==> config.mk <==
export PLATFORM = sky130hd
export DESIGN_NAME = dual_data_space_access_unit
export DESIGN_NICKNAME = d
export VERILOG_FILES = /design/src/hdl/dsau_pkg.sv /design/src/hdl/addr_region.sv /design/src/hdl/stack_guard.sv /design/src/hdl/dual_data_space_access_unit.sv
export VERILOG_INCLUDE_DIRS = /design/src /design/src/hdl
export SDC_FILE = /design/constraint.sdc
export NUM_CORES = 1
export LEC_CHECK = 0
export ABC_AREA = 1
export BUFFER_PORTS_ARGS = -buffer_cell sky130_fd_sc_hd__buf_2
export CAP_MARGIN = 10
export CORE_UTILIZATION = 38
export DETAILED_ROUTE_END_ITERATION = 7
export GPL_TIMING_DRIVEN = 1
export PLACE_DENSITY = 0.66
export SLEW_MARGIN = 15
export SYNTH_ARGS = -nofsm -noshare
export SYNTH_HDL_FRONTEND = slang
export SYNTH_HIERARCHICAL = 1
export SYNTH_SLANG_ARGS = --single-unit
==> constraint.sdc <==
create_clock -name mclk -period 3.87 [get_ports mclk]
set_input_delay 0.5805 -clock mclk [delete_from_list [all_inputs] [get_ports mclk]]
set_output_delay 0.5805 -clock mclk [all_outputs]
set_load 0.005 [all_outputs]
==> src/hdl/dsau_params.svh <==
// Address map, reset values and step sizes of the data-space access unit.
`ifndef DSAU_PARAMS_SVH
`define DSAU_PARAMS_SVH

// ---------------------------------------------------------------
// Address map
// ---------------------------------------------------------------
`define EA_WIDTH       16
`define NEAR_WIDTH     13
`define Y_BASE         16'h0C00
`define Y_END          16'h0FFF
`define IMPL_END       16'h0FFF

// ---------------------------------------------------------------
// Stack
// ---------------------------------------------------------------
`define SP_RESET       16'h0800
`define SP_FLOOR       16'h0800
`define LIMIT_RESET    16'h0000

// ---------------------------------------------------------------
// Steps, lanes and fill values
// ---------------------------------------------------------------
`define BYTE_STEP      16'h0001
`define WORD_STEP      16'h0002
`define ZERO_WORD      16'h0000
`define ZERO_BYTE      8'h00
`define LANE_LOW       2'h1
`define LANE_HIGH      2'h2
`define LANE_BOTH      2'h3

`endif

==> src/hdl/dsau_pkg.sv <==
// Types shared by the data-space access unit and its helpers.
package dsau_pkg;

  // Operation requested by the execution pipeline.
  typedef enum logic [2:0] {
    OP_READ      = 3'h0,
    OP_WRITE     = 3'h1,
    OP_MAC_READ  = 3'h2,
    OP_ACC_WB    = 3'h3,
    OP_PUSH      = 3'h4,
    OP_POP       = 3'h5,
    OP_CALL_PUSH = 3'h6,
    OP_EXC_PUSH  = 3'h7
  } op_t;

  // How the X effective address is formed.
  typedef enum logic [1:0] {
    MODE_INDIRECT = 2'h0,
    MODE_NEAR13   = 2'h1,
    MODE_ABS16    = 2'h2
  } addr_mode_t;

  // Request facts carried along while memory answers.
  typedef struct packed {
    logic        valid;
    logic        rd;
    logic        byte_op;
    logic        lsb;
    logic        mac;
    logic        x_zero;
    logic        y_zero;
    logic        misalign;
    logic        stack_err;
    logic [15:0] reg_old;
    logic [15:0] ptr_next;
    logic [15:0] y_ptr_next;
  } meta_t;

endpackage

==> src/hdl/addr_region.sv <==
// Classifies one effective address against the fixed X and Y regions.
`timescale 1ns/1ps
`include "dsau_params.svh"

module addr_region #(
  parameter logic [15:0] Y_BASE   = `Y_BASE,
  parameter logic [15:0] Y_END    = `Y_END,
  parameter logic [15:0] IMPL_END = `IMPL_END
) (
  input  logic [15:0] ea,
  output logic        implemented,
  output logic        in_y
);

  // The map is fixed by parameters; software has no way to move it.
  // Y sits inside X, directly above the X-only RAM, so the whole
  // range reads as one linear space.
  assign implemented = (ea <= IMPL_END);
  assign in_y        = (ea >= Y_BASE) && (ea <= Y_END);

endmodule

==> src/hdl/stack_guard.sv <==
// Stack address, next pointer and stack error for one push or pop.
`timescale 1ns/1ps
`include "dsau_params.svh"

module stack_guard (
  input  logic [15:0] sp,
  input  logic [15:0] limit,
  input  logic        push,
  input  logic        pop,
  output logic [15:0] access_ea,
  output logic [15:0] sp_next,
  output logic        error
);

  // Push uses the free word then steps up; pop steps down first.
  always_comb begin
    access_ea = sp;
    sp_next   = sp;
    error     = 1'b0;
    if (push) begin
      access_ea = sp;
      sp_next   = sp + `WORD_STEP;
      // A push at the limit itself is allowed; only one beyond traps.
      error     = (sp > limit) || (sp < `SP_FLOOR);
    end else if (pop) begin
      access_ea = sp - `WORD_STEP;
      sp_next   = sp - `WORD_STEP;
      error     = (access_ea < `SP_FLOOR);
    end
  end

endmodule

==> src/hdl/dual_data_space_access_unit.sv <==
// Data-space access unit: X/Y routing, byte lanes, alignment and stack.
// How it works
// - Y region sits contiguously inside X.
// - Non-MAC instructions see one composite X space.
// - MAC reads: Y pointers for Y, X for X.
// - Dual X/Y reads only for MAC prefetch.
// - All writes go over the X write bus.
// - Accumulator write back may target any address.
// - Modulo in X and Y; bit-reverse X writes.
// - Invalid or cross-space reads return zero.
// - Effective addresses are 16-bit byte addresses.
// - X/Y boundary is fixed, not programmable.
// - Memory and registers are 16-bit words.
// - Byte reads select by bit 0, low lane.
// - Byte writes strobe only the matching lane.
// - Post-modify steps 1 for bytes, 2 words.
// - Misaligned read completes, misaligned write dropped; trap.
// - Byte loads keep the register's high byte.
// - Direct field 13 bits near, move 16 bits.
// - Stack grows up: post-increment push, pre-decrement pop.
// - Call pushes PC with upper byte cleared.
// - Exception pushes status low byte with PC.
// - Stack address below floor raises stack error.
// - Push beyond the stack limit raises stack error.
`timescale 1ns/1ps
`include "dsau_params.svh"

module dual_data_space_access_unit import dsau_pkg::*; #(
  parameter logic [15:0] Y_BASE   = `Y_BASE,
  parameter logic [15:0] Y_END    = `Y_END,
  parameter logic [15:0] IMPL_END = `IMPL_END
) (
  input  logic        mclk,
  input  logic        reset_n,
  input  logic        clk_en,
  input  logic        req_valid,
  input  op_t         req_op,
  input  logic        req_byte,
  input  addr_mode_t  req_mode,
  input  logic [15:0] req_field,
  input  logic [15:0] req_ptr,
  input  logic        req_post_inc,
  input  logic        req_post_dec,
  input  logic [15:0] req_y_ptr,
  input  logic        req_y_post_inc,
  input  logic        req_y_post_dec,
  input  logic [15:0] req_wdata,
  input  logic [15:0] req_reg_old,
  input  logic [7:0]  status_low_byte,
  input  logic        x_mod_en,
  input  logic        y_mod_en,
  input  logic [15:0] mod_start,
  input  logic [15:0] mod_end,
  input  logic        br_en,
  input  logic [15:0] br_modifier,
  input  logic        sp_load,
  input  logic [15:0] sp_load_value,
  input  logic        limit_load,
  input  logic [15:0] limit_load_value,
  input  logic [15:0] mem_x_rdata,
  input  logic [15:0] mem_y_rdata,
  output logic [15:0] mem_x_addr,
  output logic        mem_x_rd,
  output logic        mem_x_wr,
  output logic [1:0]  mem_x_be,
  output logic [15:0] mem_x_wdata,
  output logic [15:0] mem_y_addr,
  output logic        mem_y_rd,
  output logic        rsp_valid,
  output logic [15:0] rsp_x_data,
  output logic [15:0] rsp_y_data,
  output logic [15:0] rsp_reg_value,
  output logic [15:0] rsp_ptr_next,
  output logic [15:0] rsp_y_ptr_next,
  output logic        addr_err_trap,
  output logic        stack_err_trap,
  output logic [15:0] stack_pointer_reg,
  output logic [15:0] stack_limit_reg
);

  // ---------------------------------------------------------------
  // Pointer arithmetic
  // ---------------------------------------------------------------

  function automatic logic [15:0] bit_rev(input logic [15:0] v);
    for (int i = 0; i < 16; i++) begin
      bit_rev[i] = v[15 - i];
    end
  endfunction

  // Post-modify with optional modulo wrap or reversed-carry step.
  function automatic logic [15:0] next_pointer(
    input logic [15:0] ptr,
    input logic        inc,
    input logic        dec,
    input logic [15:0] step,
    input logic        mod_on,
    input logic        rev_on
  );
    logic [15:0] n;
    n = ptr;
    if (inc && rev_on) begin
      n = bit_rev(bit_rev(ptr) + bit_rev(br_modifier));
    end else if (inc) begin
      n = ptr + step;
      if (mod_on && ptr <= mod_end && n > mod_end) begin
        n = mod_start;
      end
    end else if (dec) begin
      n = ptr - step;
      if (mod_on && ptr == mod_start) begin
        n = mod_end + `BYTE_STEP - step;
      end
    end
    return n;
  endfunction

  // ---------------------------------------------------------------
  // Request decode
  // ---------------------------------------------------------------

  logic        take;
  logic        is_mac;
  logic        is_push;
  logic        is_pop;
  logic        is_wr;
  logic        is_rd;
  logic        byte_eff;
  logic [15:0] dir_ea;
  logic [15:0] stk_ea;
  logic [15:0] sp_next;
  logic        stk_err;
  logic [15:0] ea;
  logic        x_impl;
  logic        x_in_y;
  logic        y_impl;
  logic        y_in_y;
  logic        misalign;
  logic [15:0] step;
  logic [15:0] wdata;
  meta_t       next_a;
  meta_t       stage_a;
  meta_t       stage_b;

  assign take     = req_valid && clk_en;
  assign is_mac   = (req_op == OP_MAC_READ);
  assign is_push  = (req_op == OP_PUSH) || (req_op == OP_CALL_PUSH) ||
                    (req_op == OP_EXC_PUSH);
  assign is_pop   = (req_op == OP_POP);
  assign is_wr    = is_push || (req_op == OP_WRITE) || (req_op == OP_ACC_WB);
  assign is_rd    = is_pop || is_mac || (req_op == OP_READ);
  // Only plain moves carry byte size; DSP and stack work is word only.
  assign byte_eff = req_byte && (req_op == OP_READ || req_op == OP_WRITE);
  assign step     = byte_eff ? `BYTE_STEP : `WORD_STEP;

  // Near form reaches the low 8 Kbytes, absolute form everything.
  always_comb begin
    unique case (req_mode)
      MODE_NEAR13: dir_ea = {3'h0, req_field[`NEAR_WIDTH-1:0]};
      MODE_ABS16:  dir_ea = req_field;
      default:     dir_ea = req_ptr;
    endcase
  end

  stack_guard u_stack_guard (
    .sp        (stack_pointer_reg),
    .limit     (stack_limit_reg),
    .push      (is_push),
    .pop       (is_pop),
    .access_ea (stk_ea),
    .sp_next   (sp_next),
    .error     (stk_err)
  );

  // MAC reads always take their X address from an X pointer.
  assign ea = (is_push || is_pop) ? stk_ea : (is_mac ? req_ptr : dir_ea);

  addr_region #(.Y_BASE(Y_BASE), .Y_END(Y_END), .IMPL_END(IMPL_END)) u_x_region (
    .ea          (ea),
    .implemented (x_impl),
    .in_y        (x_in_y)
  );

  addr_region #(.Y_BASE(Y_BASE), .Y_END(Y_END), .IMPL_END(IMPL_END)) u_y_region (
    .ea          (req_y_ptr),
    .implemented (y_impl),
    .in_y        (y_in_y)
  );

  // Any word access at an odd byte address is flagged for an alignment trap.
  assign misalign = (!byte_eff && ea[0]) || (is_mac && req_y_ptr[0]);

  // Write word as it goes onto the X write bus.
  always_comb begin
    unique case (req_op)
      OP_WRITE:     wdata = byte_eff ? {2{req_wdata[7:0]}} : req_wdata;
      OP_CALL_PUSH: wdata = {`ZERO_BYTE, req_wdata[7:0]};
      OP_EXC_PUSH:  wdata = {status_low_byte, req_wdata[7:0]};
      default:      wdata = req_wdata;
    endcase
  end

  // Facts kept for the answer three cycles later.
  always_comb begin
    next_a            = '0;
    next_a.valid      = take;
    next_a.rd         = is_rd;
    next_a.byte_op    = byte_eff;
    next_a.lsb        = ea[0];
    next_a.mac        = is_mac;
    // Outside MAC class the Y block is just part of composite X.
    next_a.x_zero     = !x_impl || (is_mac && x_in_y);
    next_a.y_zero     = !y_impl || !y_in_y;
    next_a.misalign   = misalign;
    next_a.stack_err  = (is_push || is_pop) && stk_err;
    next_a.reg_old    = req_reg_old;
    // Reversed-carry stepping applies only to X writes.
    next_a.ptr_next   = next_pointer(req_ptr, req_post_inc, req_post_dec, step,
                                     x_mod_en, br_en && (req_op == OP_WRITE));
    next_a.y_ptr_next = next_pointer(req_y_ptr, req_y_post_inc, req_y_post_dec,
                                     `WORD_STEP, y_mod_en, 1'b0);
  end

  // ---------------------------------------------------------------
  // Memory strobes
  // ---------------------------------------------------------------

  // Strobes are one-cycle pulses; a stall holds them as they are.
  always_ff @(posedge mclk or negedge reset_n) begin
    if (!reset_n) begin
      mem_x_addr  <= `ZERO_WORD;
      mem_x_rd    <= 1'b0;
      mem_x_wr    <= 1'b0;
      mem_x_be    <= 2'h0;
      mem_x_wdata <= `ZERO_WORD;
      mem_y_addr  <= `ZERO_WORD;
      mem_y_rd    <= 1'b0;
    end else if (clk_en) begin
      // Word decode is shared by both lanes, so bit 0 never leaves.
      mem_x_addr  <= {ea[15:1], 1'b0};
      mem_x_rd    <= req_valid && is_rd && x_impl;
      // A misaligned write runs through but nothing is stored.
      mem_x_wr    <= req_valid && is_wr && x_impl && !misalign;
      if (byte_eff) begin
        mem_x_be <= ea[0] ? `LANE_HIGH : `LANE_LOW;
      end else begin
        mem_x_be <= `LANE_BOTH;
      end
      mem_x_wdata <= wdata;
      mem_y_addr  <= {req_y_ptr[15:1], 1'b0};
      // The Y path is read only, and only for MAC prefetch.
      mem_y_rd    <= req_valid && is_mac && y_impl && y_in_y;
    end
  end

  // ---------------------------------------------------------------
  // Pipeline of request facts
  // ---------------------------------------------------------------

  // Memory answers one cycle after its strobe, hence two stages.
  always_ff @(posedge mclk or negedge reset_n) begin
    if (!reset_n) begin
      stage_a <= '0;
      stage_b <= '0;
    end else if (clk_en) begin
      stage_a <= next_a;
      stage_b <= stage_a;
    end
  end

  // ---------------------------------------------------------------
  // Answer
  // ---------------------------------------------------------------

  logic [15:0] x_word;
  logic [7:0]  x_byte;

  assign x_word = stage_b.x_zero ? `ZERO_WORD : mem_x_rdata;
  assign x_byte = stage_b.lsb ? x_word[15:8] : x_word[7:0];

  // Traps follow the completed instruction, together with its answer.
  always_ff @(posedge mclk or negedge reset_n) begin
    if (!reset_n) begin
      rsp_valid      <= 1'b0;
      rsp_x_data     <= `ZERO_WORD;
      rsp_y_data     <= `ZERO_WORD;
      rsp_reg_value  <= `ZERO_WORD;
      rsp_ptr_next   <= `ZERO_WORD;
      rsp_y_ptr_next <= `ZERO_WORD;
      addr_err_trap  <= 1'b0;
      stack_err_trap <= 1'b0;
    end else if (clk_en) begin
      rsp_valid      <= stage_b.valid;
      rsp_ptr_next   <= stage_b.ptr_next;
      rsp_y_ptr_next <= stage_b.y_ptr_next;
      addr_err_trap  <= stage_b.valid && stage_b.misalign;
      stack_err_trap <= stage_b.valid && stage_b.stack_err;
      if (!stage_b.rd) begin
        rsp_x_data    <= `ZERO_WORD;
        rsp_reg_value <= `ZERO_WORD;
      end else if (stage_b.byte_op) begin
        rsp_x_data    <= {`ZERO_BYTE, x_byte};
        rsp_reg_value <= {stage_b.reg_old[15:8], x_byte};
      end else begin
        rsp_x_data    <= x_word;
        rsp_reg_value <= x_word;
      end
      if (stage_b.rd && stage_b.mac && !stage_b.y_zero) begin
        rsp_y_data <= mem_y_rdata;
      end else begin
        rsp_y_data <= `ZERO_WORD;
      end
    end
  end

  // ---------------------------------------------------------------
  // Stack pointer and limit
  // ---------------------------------------------------------------

  // Bit 0 is forced low because every stack access is a word.
  always_ff @(posedge mclk or negedge reset_n) begin
    if (!reset_n) begin
      stack_pointer_reg <= `SP_RESET;
    end else if (clk_en) begin
      if (sp_load) begin
        stack_pointer_reg <= {sp_load_value[15:1], 1'b0};
      end else if (req_valid && (is_push || is_pop)) begin
        stack_pointer_reg <= sp_next;
      end
    end
  end

  always_ff @(posedge mclk or negedge reset_n) begin
    if (!reset_n) begin
      stack_limit_reg <= `LIMIT_RESET;
    end else if (clk_en && limit_load) begin
      stack_limit_reg <= {limit_load_value[15:1], 1'b0};
    end
  end
endmodule

==> run metrics, run 1 <==
final worst path period share=0.959; Mapped Cells=2,580; fraction of layout instances using a drive strength above 1=0.214; Total Power=8.39 mW; Max-Cap Viols=0; Comb power frac=0.258; Max Root-Sink Buffers=3; CP startpoint=req_op[2]; Core ar.=45,800 sq um; Max Freq=270 MHz; Cell Area, Placed=20,800 sq um; Power per Cell Area=379 nW/um^2; initial core utilization=0.388; clock sink total=255; status=complete, no violations; CTS buffer count=30; total grt overflow=0; vias per cell=5.23; Net Switching=2.77 mW; r2r startpoint=stack_pointer_reg[1]; Post-CTS Hold Buffers=0; Worst R2R End=mem_x_wr; most frequent cells in the layout=nand2_1, buf_2, dfrtp_1; YS warnings=6; post-route cell area=22,100 sq um; CP arrival=4.18 ns; PortBufs=373; commonest non-fill, non-tap cell in the layout=nand2_1; Placed Instances=3,553; R2R Setup Slk=1.12 ns; clock share of power=0.358; residual DRC count=0; Fillers=4,625; Layout area overhead=24.6%; antenna viol nets, final=0; Int Pwr=5.62 mW; worst slew pin tran=1.03 ns; final core occ=0.483; max incr delay on CP=0.35 ns; Chip Width=218 microns; nets=3,323; H-tree levels=1; register share of total power=0.384; routed via count=18,900; HP Class=input pin to async pin; Synth Cell Area=17,700 sq um; Sequential cell area=6380 sq um; gr usage total=0.275; Final Hold Viols=0; RD Place Congestion=0.997; area of the multi-input gates=10,200 sq um; startpoint type of the worst setup path=input pin; Slew HR=0.304; WP buf/inv=7; Initial DRC Count=1,504; Largest regs=stage_a (49), stage_b (49); worst setup path endpoint=stage_a[29]; CTS clk-pin slew, worst paths=0.06 ns; Worst Skew=0.00770 ns; worst hold slack=0.0258 ns; critical path class=input pin to flop; delay-heaviest family, CP=simple AND/OR/NAND/NOR gates; Layout Cells excl Fill=3,613; Root Driver=clkbuf_16; CTS tree=done; slowest CP cell=o211ai_1; worst-path maximum fanout=5; # diodes=0; Clock Latency Late Sink=0.59 ns; WL/cell=18.6 microns; syn_area_per_cell=6.88 sq um; vias in the first global route=17,800; initial antenna violation count=1; fin crit period=3.71 ns; Post-DP HPWL=52.8 mm; Switching Share=0.330; r2r worst-path depth=15; Required @ worst endpoint=4.34 ns; Leak=11.8 nW; first-pass GRT wire length=101 mm; cell depth of the worst setup path=27; Finish-stage setup viols=0; final wirelength=67.1 mm; FP Rows=78; DIE AREA=47,600 sq um; CP Capture Type=flop; first-pass detailed-route iteration total=5; Max Slew Vio Count=0; peak supply drop=340 uV; largest net degree at the start of global routing=99; I/O pin cnt=387; DIE HEIGHT=218 microns
[how the worst min path moves through the flow]
| stage | from | to | slack, ns |
|---|---|---|---|
| finish | reset_n | stack_limit_reg[11] | 0.03 |
| CTS | reset_n | stack_limit_reg[11] | 0.03 |
| floorplan | reset_n | addr_err_trap | 0.28 |
| global placement | rsp_ptr_next[8] | rsp_ptr_next[8] | 0.45 |
| global route | reset_n | stack_limit_reg[11] | 0.06 |
| detailed placement | rsp_y_ptr_next[1] | rsp_y_ptr_next[1] | 0.46 |
[power by group through the flow]
stage	logic, mW	clock network [mW]	registers (mW)
after detailed placement	2.10	0	3.26
after global placement	2.07	0	3.25
after global routing	2.43	3.16	3.26
after CTS	2.11	3.06	3.22
after floorplan	1.18	0	3.21
final	2.16	3.00	3.22
[through the flow]
step | worst slack [ns] | TNS [ns]
finish | 0.160 | 0
CTS | 0.107 | 0
global placement | -0.393 | -5.40
floorplan | 0.0142 | 0
global route | -0.0329 | -0.0556
detailed placement | -0.485 | -9.18
[layout make-up]
| cell class | instances | area share |
|---|---|---|
| Multi-Input combinational cell | 1981 | 0.460 |
| Sequential cell | 255 | 0.289 |
| Timing Repair Buffer | 491 | 0.130 |
| Inverter | 237 | 0.0406 |
| Clock buffer | 36 | 0.0372 |
| Tap cell | 600 | 0.0340 |
| Clock inverter | 13 | 0.0100 |
[layer usage]
metal	global-route usage	routed length, microns	vias to the layer above	part of all wire
met1	0.374	29600	8848	0.44
li1	-	-	9208	-
met5	0	17	-	0.00025
met2	0.437	30200	682	0.45
met3	0.0413	4550	142	0.068
met4	0.107	2800	2	0.042
[timing repair]
action | 4_1_cts | 5_1_grt
resized for setup | 0 | 39
setup endpoints to repair | 0 | 16
buffers inserted | 0 | 7
(Power assumes the default switching activity.)
==> inputs of run 2 (changes only) <==
--- a/config.mk
+++ b/config.mk
@@ -16,5 +16,4 @@
 export SLEW_MARGIN = 15
 export SYNTH_ARGS = -nofsm -noshare
 export SYNTH_HDL_FRONTEND = slang
-export SYNTH_HIERARCHICAL = 1
 export SYNTH_SLANG_ARGS = --single-unit
==> run metrics, run 2 <==
Slew HR=0.359 (+0.0556); WP buf/inv=4 (-3); Leak=11.6 nW (-1.1%); Final Hold Viols=4 (+4); count leader, synth=nand2_1; post-synthesis compound-gate area fraction=0.154; CTS tree=done; Max Slew Vio Count=0 (unchanged); Synth Cell Area=17,600 sq um (-0.60%); max incr delay on CP=0.30 ns (-0.05 ns); HP Class=input pin to async pin; I/O pin cnt=387 (unchanged); Power per Cell Area=373 nW/um^2 (-1.6%); largest net degree at the start of global routing=132 (+33%); Layout area overhead=23.4%; CP arrival=4.18 ns (about the same); YS warnings=0 (-6); worst slew pin tran=0.956 ns (-0.0777 ns); first-pass GRT wire length=104 mm (+2.3%); post-place setup slack=-0.316 ns (+0.169 ns); R2R Setup Slk=1.26 ns (+0.14 ns); CP Capture Type=flop; total grt overflow=0 (unchanged); r2r startpoint=stack_pointer_reg[1]; fin crit period=3.71 ns (-0.00161 ns); Layout Cells excl Fill=3,559 (-1.5%); critical path class=input pin to flop; initial core utilization=0.387 (-0.000673); vias in the first global route=17,700 (-0.65%); post-synthesis simple-gate area fraction=0.302; distinct cell type count after synthesis=61; r2r worst-path depth=15 (unchanged); Finish-stage setup viols=0 (unchanged); Synth area leaders=dfrtp_1, nand2_1, ha_1, o21ai_0, a21oi_1; FP Rows=78 (unchanged); clock sink total=254 (-0.39%); H-tree levels=1 (unchanged); leading area contributor after synthesis=dfrtp_1; syn_area_per_cell=6.96 sq um (+1.2%); Worst Slack Setup Final=0.162 ns (+0.00160 ns); adder and majority cell fraction of the synthesized area=0.0772; Required @ worst endpoint=4.34 ns (about the same); routed via count=18,900 (+0.037%); Post-synth top cells=nand2_1, dfrtp_1, inv_1; final wirelength=68.7 mm (+2.4%); first-pass detailed-route iteration total=6 (+1); Root Driver=clkbuf_16; CTS buffer count=29 (-3.3%); post-synthesis mux area share=0.00121; sequential-to-total area share from yosys stat=0.360; initial antenna violation count=3 (+2); Post-CTS Hold Buffers=0 (unchanged); nets=3,260 (-1.9%); Largest regs=stage_a (49), stage_b (49); Post-synth top flop=dfrtp_1; Yosys top cell area share=0.359; xor/xnor cell area share of the yosys netlist=0.0268; final worst path period share=0.958 (about the same); antenna viol nets, final=0 (unchanged); CTS clk-pin slew, worst paths=0.07 ns (about the same); Worst Skew=0.0344 ns (+0.0267 ns); vias per cell=5.31 (+1.6%); Worst path most repeated cell=nor2_1; commonest non-fill, non-tap cell in the layout=nand2_1; WL/cell=19.3 microns (+3.9%); Worst R2R End=mem_x_wr; FF+latch count, synth=254; peak supply drop=327 uV (-3.8%); Post-DP HPWL=53.8 mm (+1.9%); RD Place Congestion=0.993 (-0.34%); PortBufs=372 (-0.27%); Chip Width=217 microns (-0.30%); slowest CP cell=ha_1; DIE HEIGHT=217 microns (-0.30%); Mapped Cells=2,534 (-1.8%); Max-Cap Viols=0 (unchanged); largest family of logic cells by synthesized area=simple AND/OR/NAND/NOR gates; Fillers=4,645 (+0.43%); failing checks=negative hold slack; residual DRC count=0 (unchanged); Initial DRC Count=1,752 (+16%); Max Root-Sink Buffers=3 (unchanged); Core ar.=45,600 sq um (-0.43%); status=complete, but fails checks; share of flip-flops with an asynchronous set or reset=1.00; DIE AREA=47,300 sq um (-0.60%); Max Freq=270 MHz (about the same); fraction of layout instances using a drive strength above 1=0.211 (-0.00331); worst-path maximum fanout=6 (+1); worst hold slack=-0.0350 ns (-0.0609 ns); gr usage total=0.284 (+0.00883); Post-synth EDFFs=0; startpoint type of the worst setup path=input pin; most frequent cells in the layout=nand2_1, buf_2, dfrtp_1; delay-heaviest family, CP=simple AND/OR/NAND/NOR gates; Placed Instances=3,491 (-1.7%); Clock Latency Late Sink=0.58 ns (about the same)
run 2: kinds of logic (layout without fill, tap and decap cells):
logic type / Yosys count / in the layout
muxes: 2 / 2
buffers and inverters: 347 / 766
xor gates and xnor gates: 54 / 54
other: 1 / 7
AOI/OAI and AO/OA: 479 / 479
and+or+nand+nor: 1290 / 1290
DFF: 254 / 254
adders and majority gates: 107 / 107
run 2: area by class of cell:
| class | instances | area [sq um] | share of cell area |
|---|---|---|---|
| inverters | 231 | 880 | 0.0404 |
| multi-input cells | 1936 | 9990 | 0.459 |
| repair buffers | 482 | 2790 | 0.128 |
| clock buffers | 41 | 861 | 0.0395 |
| clock inverters | 12 | 130 | 0.00598 |
| well taps | 600 | 751 | 0.0345 |
| diodes | 3 | 7.51 | 0.000345 |
| flip-flops and latches | 254 | 6360 | 0.292 |
run 2: worst register-to-register path, delay by kind of cell, from the launching register on:
family / cells / cell delay [ns]
buffers and inverters: 2 / 0.20
AO/OA/AOI/OAI: 3 / 0.46
adder cells (fa/ha/maj): 1 / 0.16
AND/OR/NAND/NOR: 9 / 1.28
flip-flops: 1 / 0.45
run 2: timing repair:
action | CTS | global route
resized for setup | 0 | 14
buffers inserted | 0 | 10
setup endpoints to repair | 0 | 14
run 2: power breakdown:
group / leakage, nW / total, mW / internal [mW] / switching (mW)
combinational: 8.02 / 2.08 / 0.763 / 1.32
clock: 0.488 / 2.84 / 1.68 / 1.16
sequential: 3.14 / 3.21 / 2.96 / 0.245
total: 11.6 / 8.13 / 5.41 / 2.72
run 2: worst max path at each step:
stage / slack, ns / end / cells past startpoint / start
floorplan: -0.04 / stage_a[26] / 29 / req_op[2]
global placement: -0.25 / stage_a[30] / 29 / req_op[1]
detailed placement: -0.32 / stage_a[22] / 27 / req_op[1]
CTS: 0.28 / stage_a[22] / 27 / req_op[1]
global route: -0.02 / stage_a[30] / 26 / req_op[2]
finish: 0.16 / stage_a[30] / 26 / req_op[2]
run 2: routing by layer:
layer,vias up,wire length (microns),track usage
li1,9107,-,-
met1,8817,30800,0.401
met2,816,29300,0.421
met3,149,6070,0.0615
met4,0,2630,0.107
met5,-,0,0
run 2: per-stage QoR:
stage	setup TNS [ns]	hold slack, ns	instance area (sq um)	power, mW	util
after global routing	-0.0591	0.0448	21800	8.58	0.478
final	0	-0.0350	21800	8.13	0.478
after floorplan	-0.189	0.285	17700	4.32	-
after CTS	0	0.0741	21600	8.15	0.474
after detailed placement	-4.29	0.454	20600	5.29	0.452
after global placement	-3.26	0.449	20600	5.24	0.452
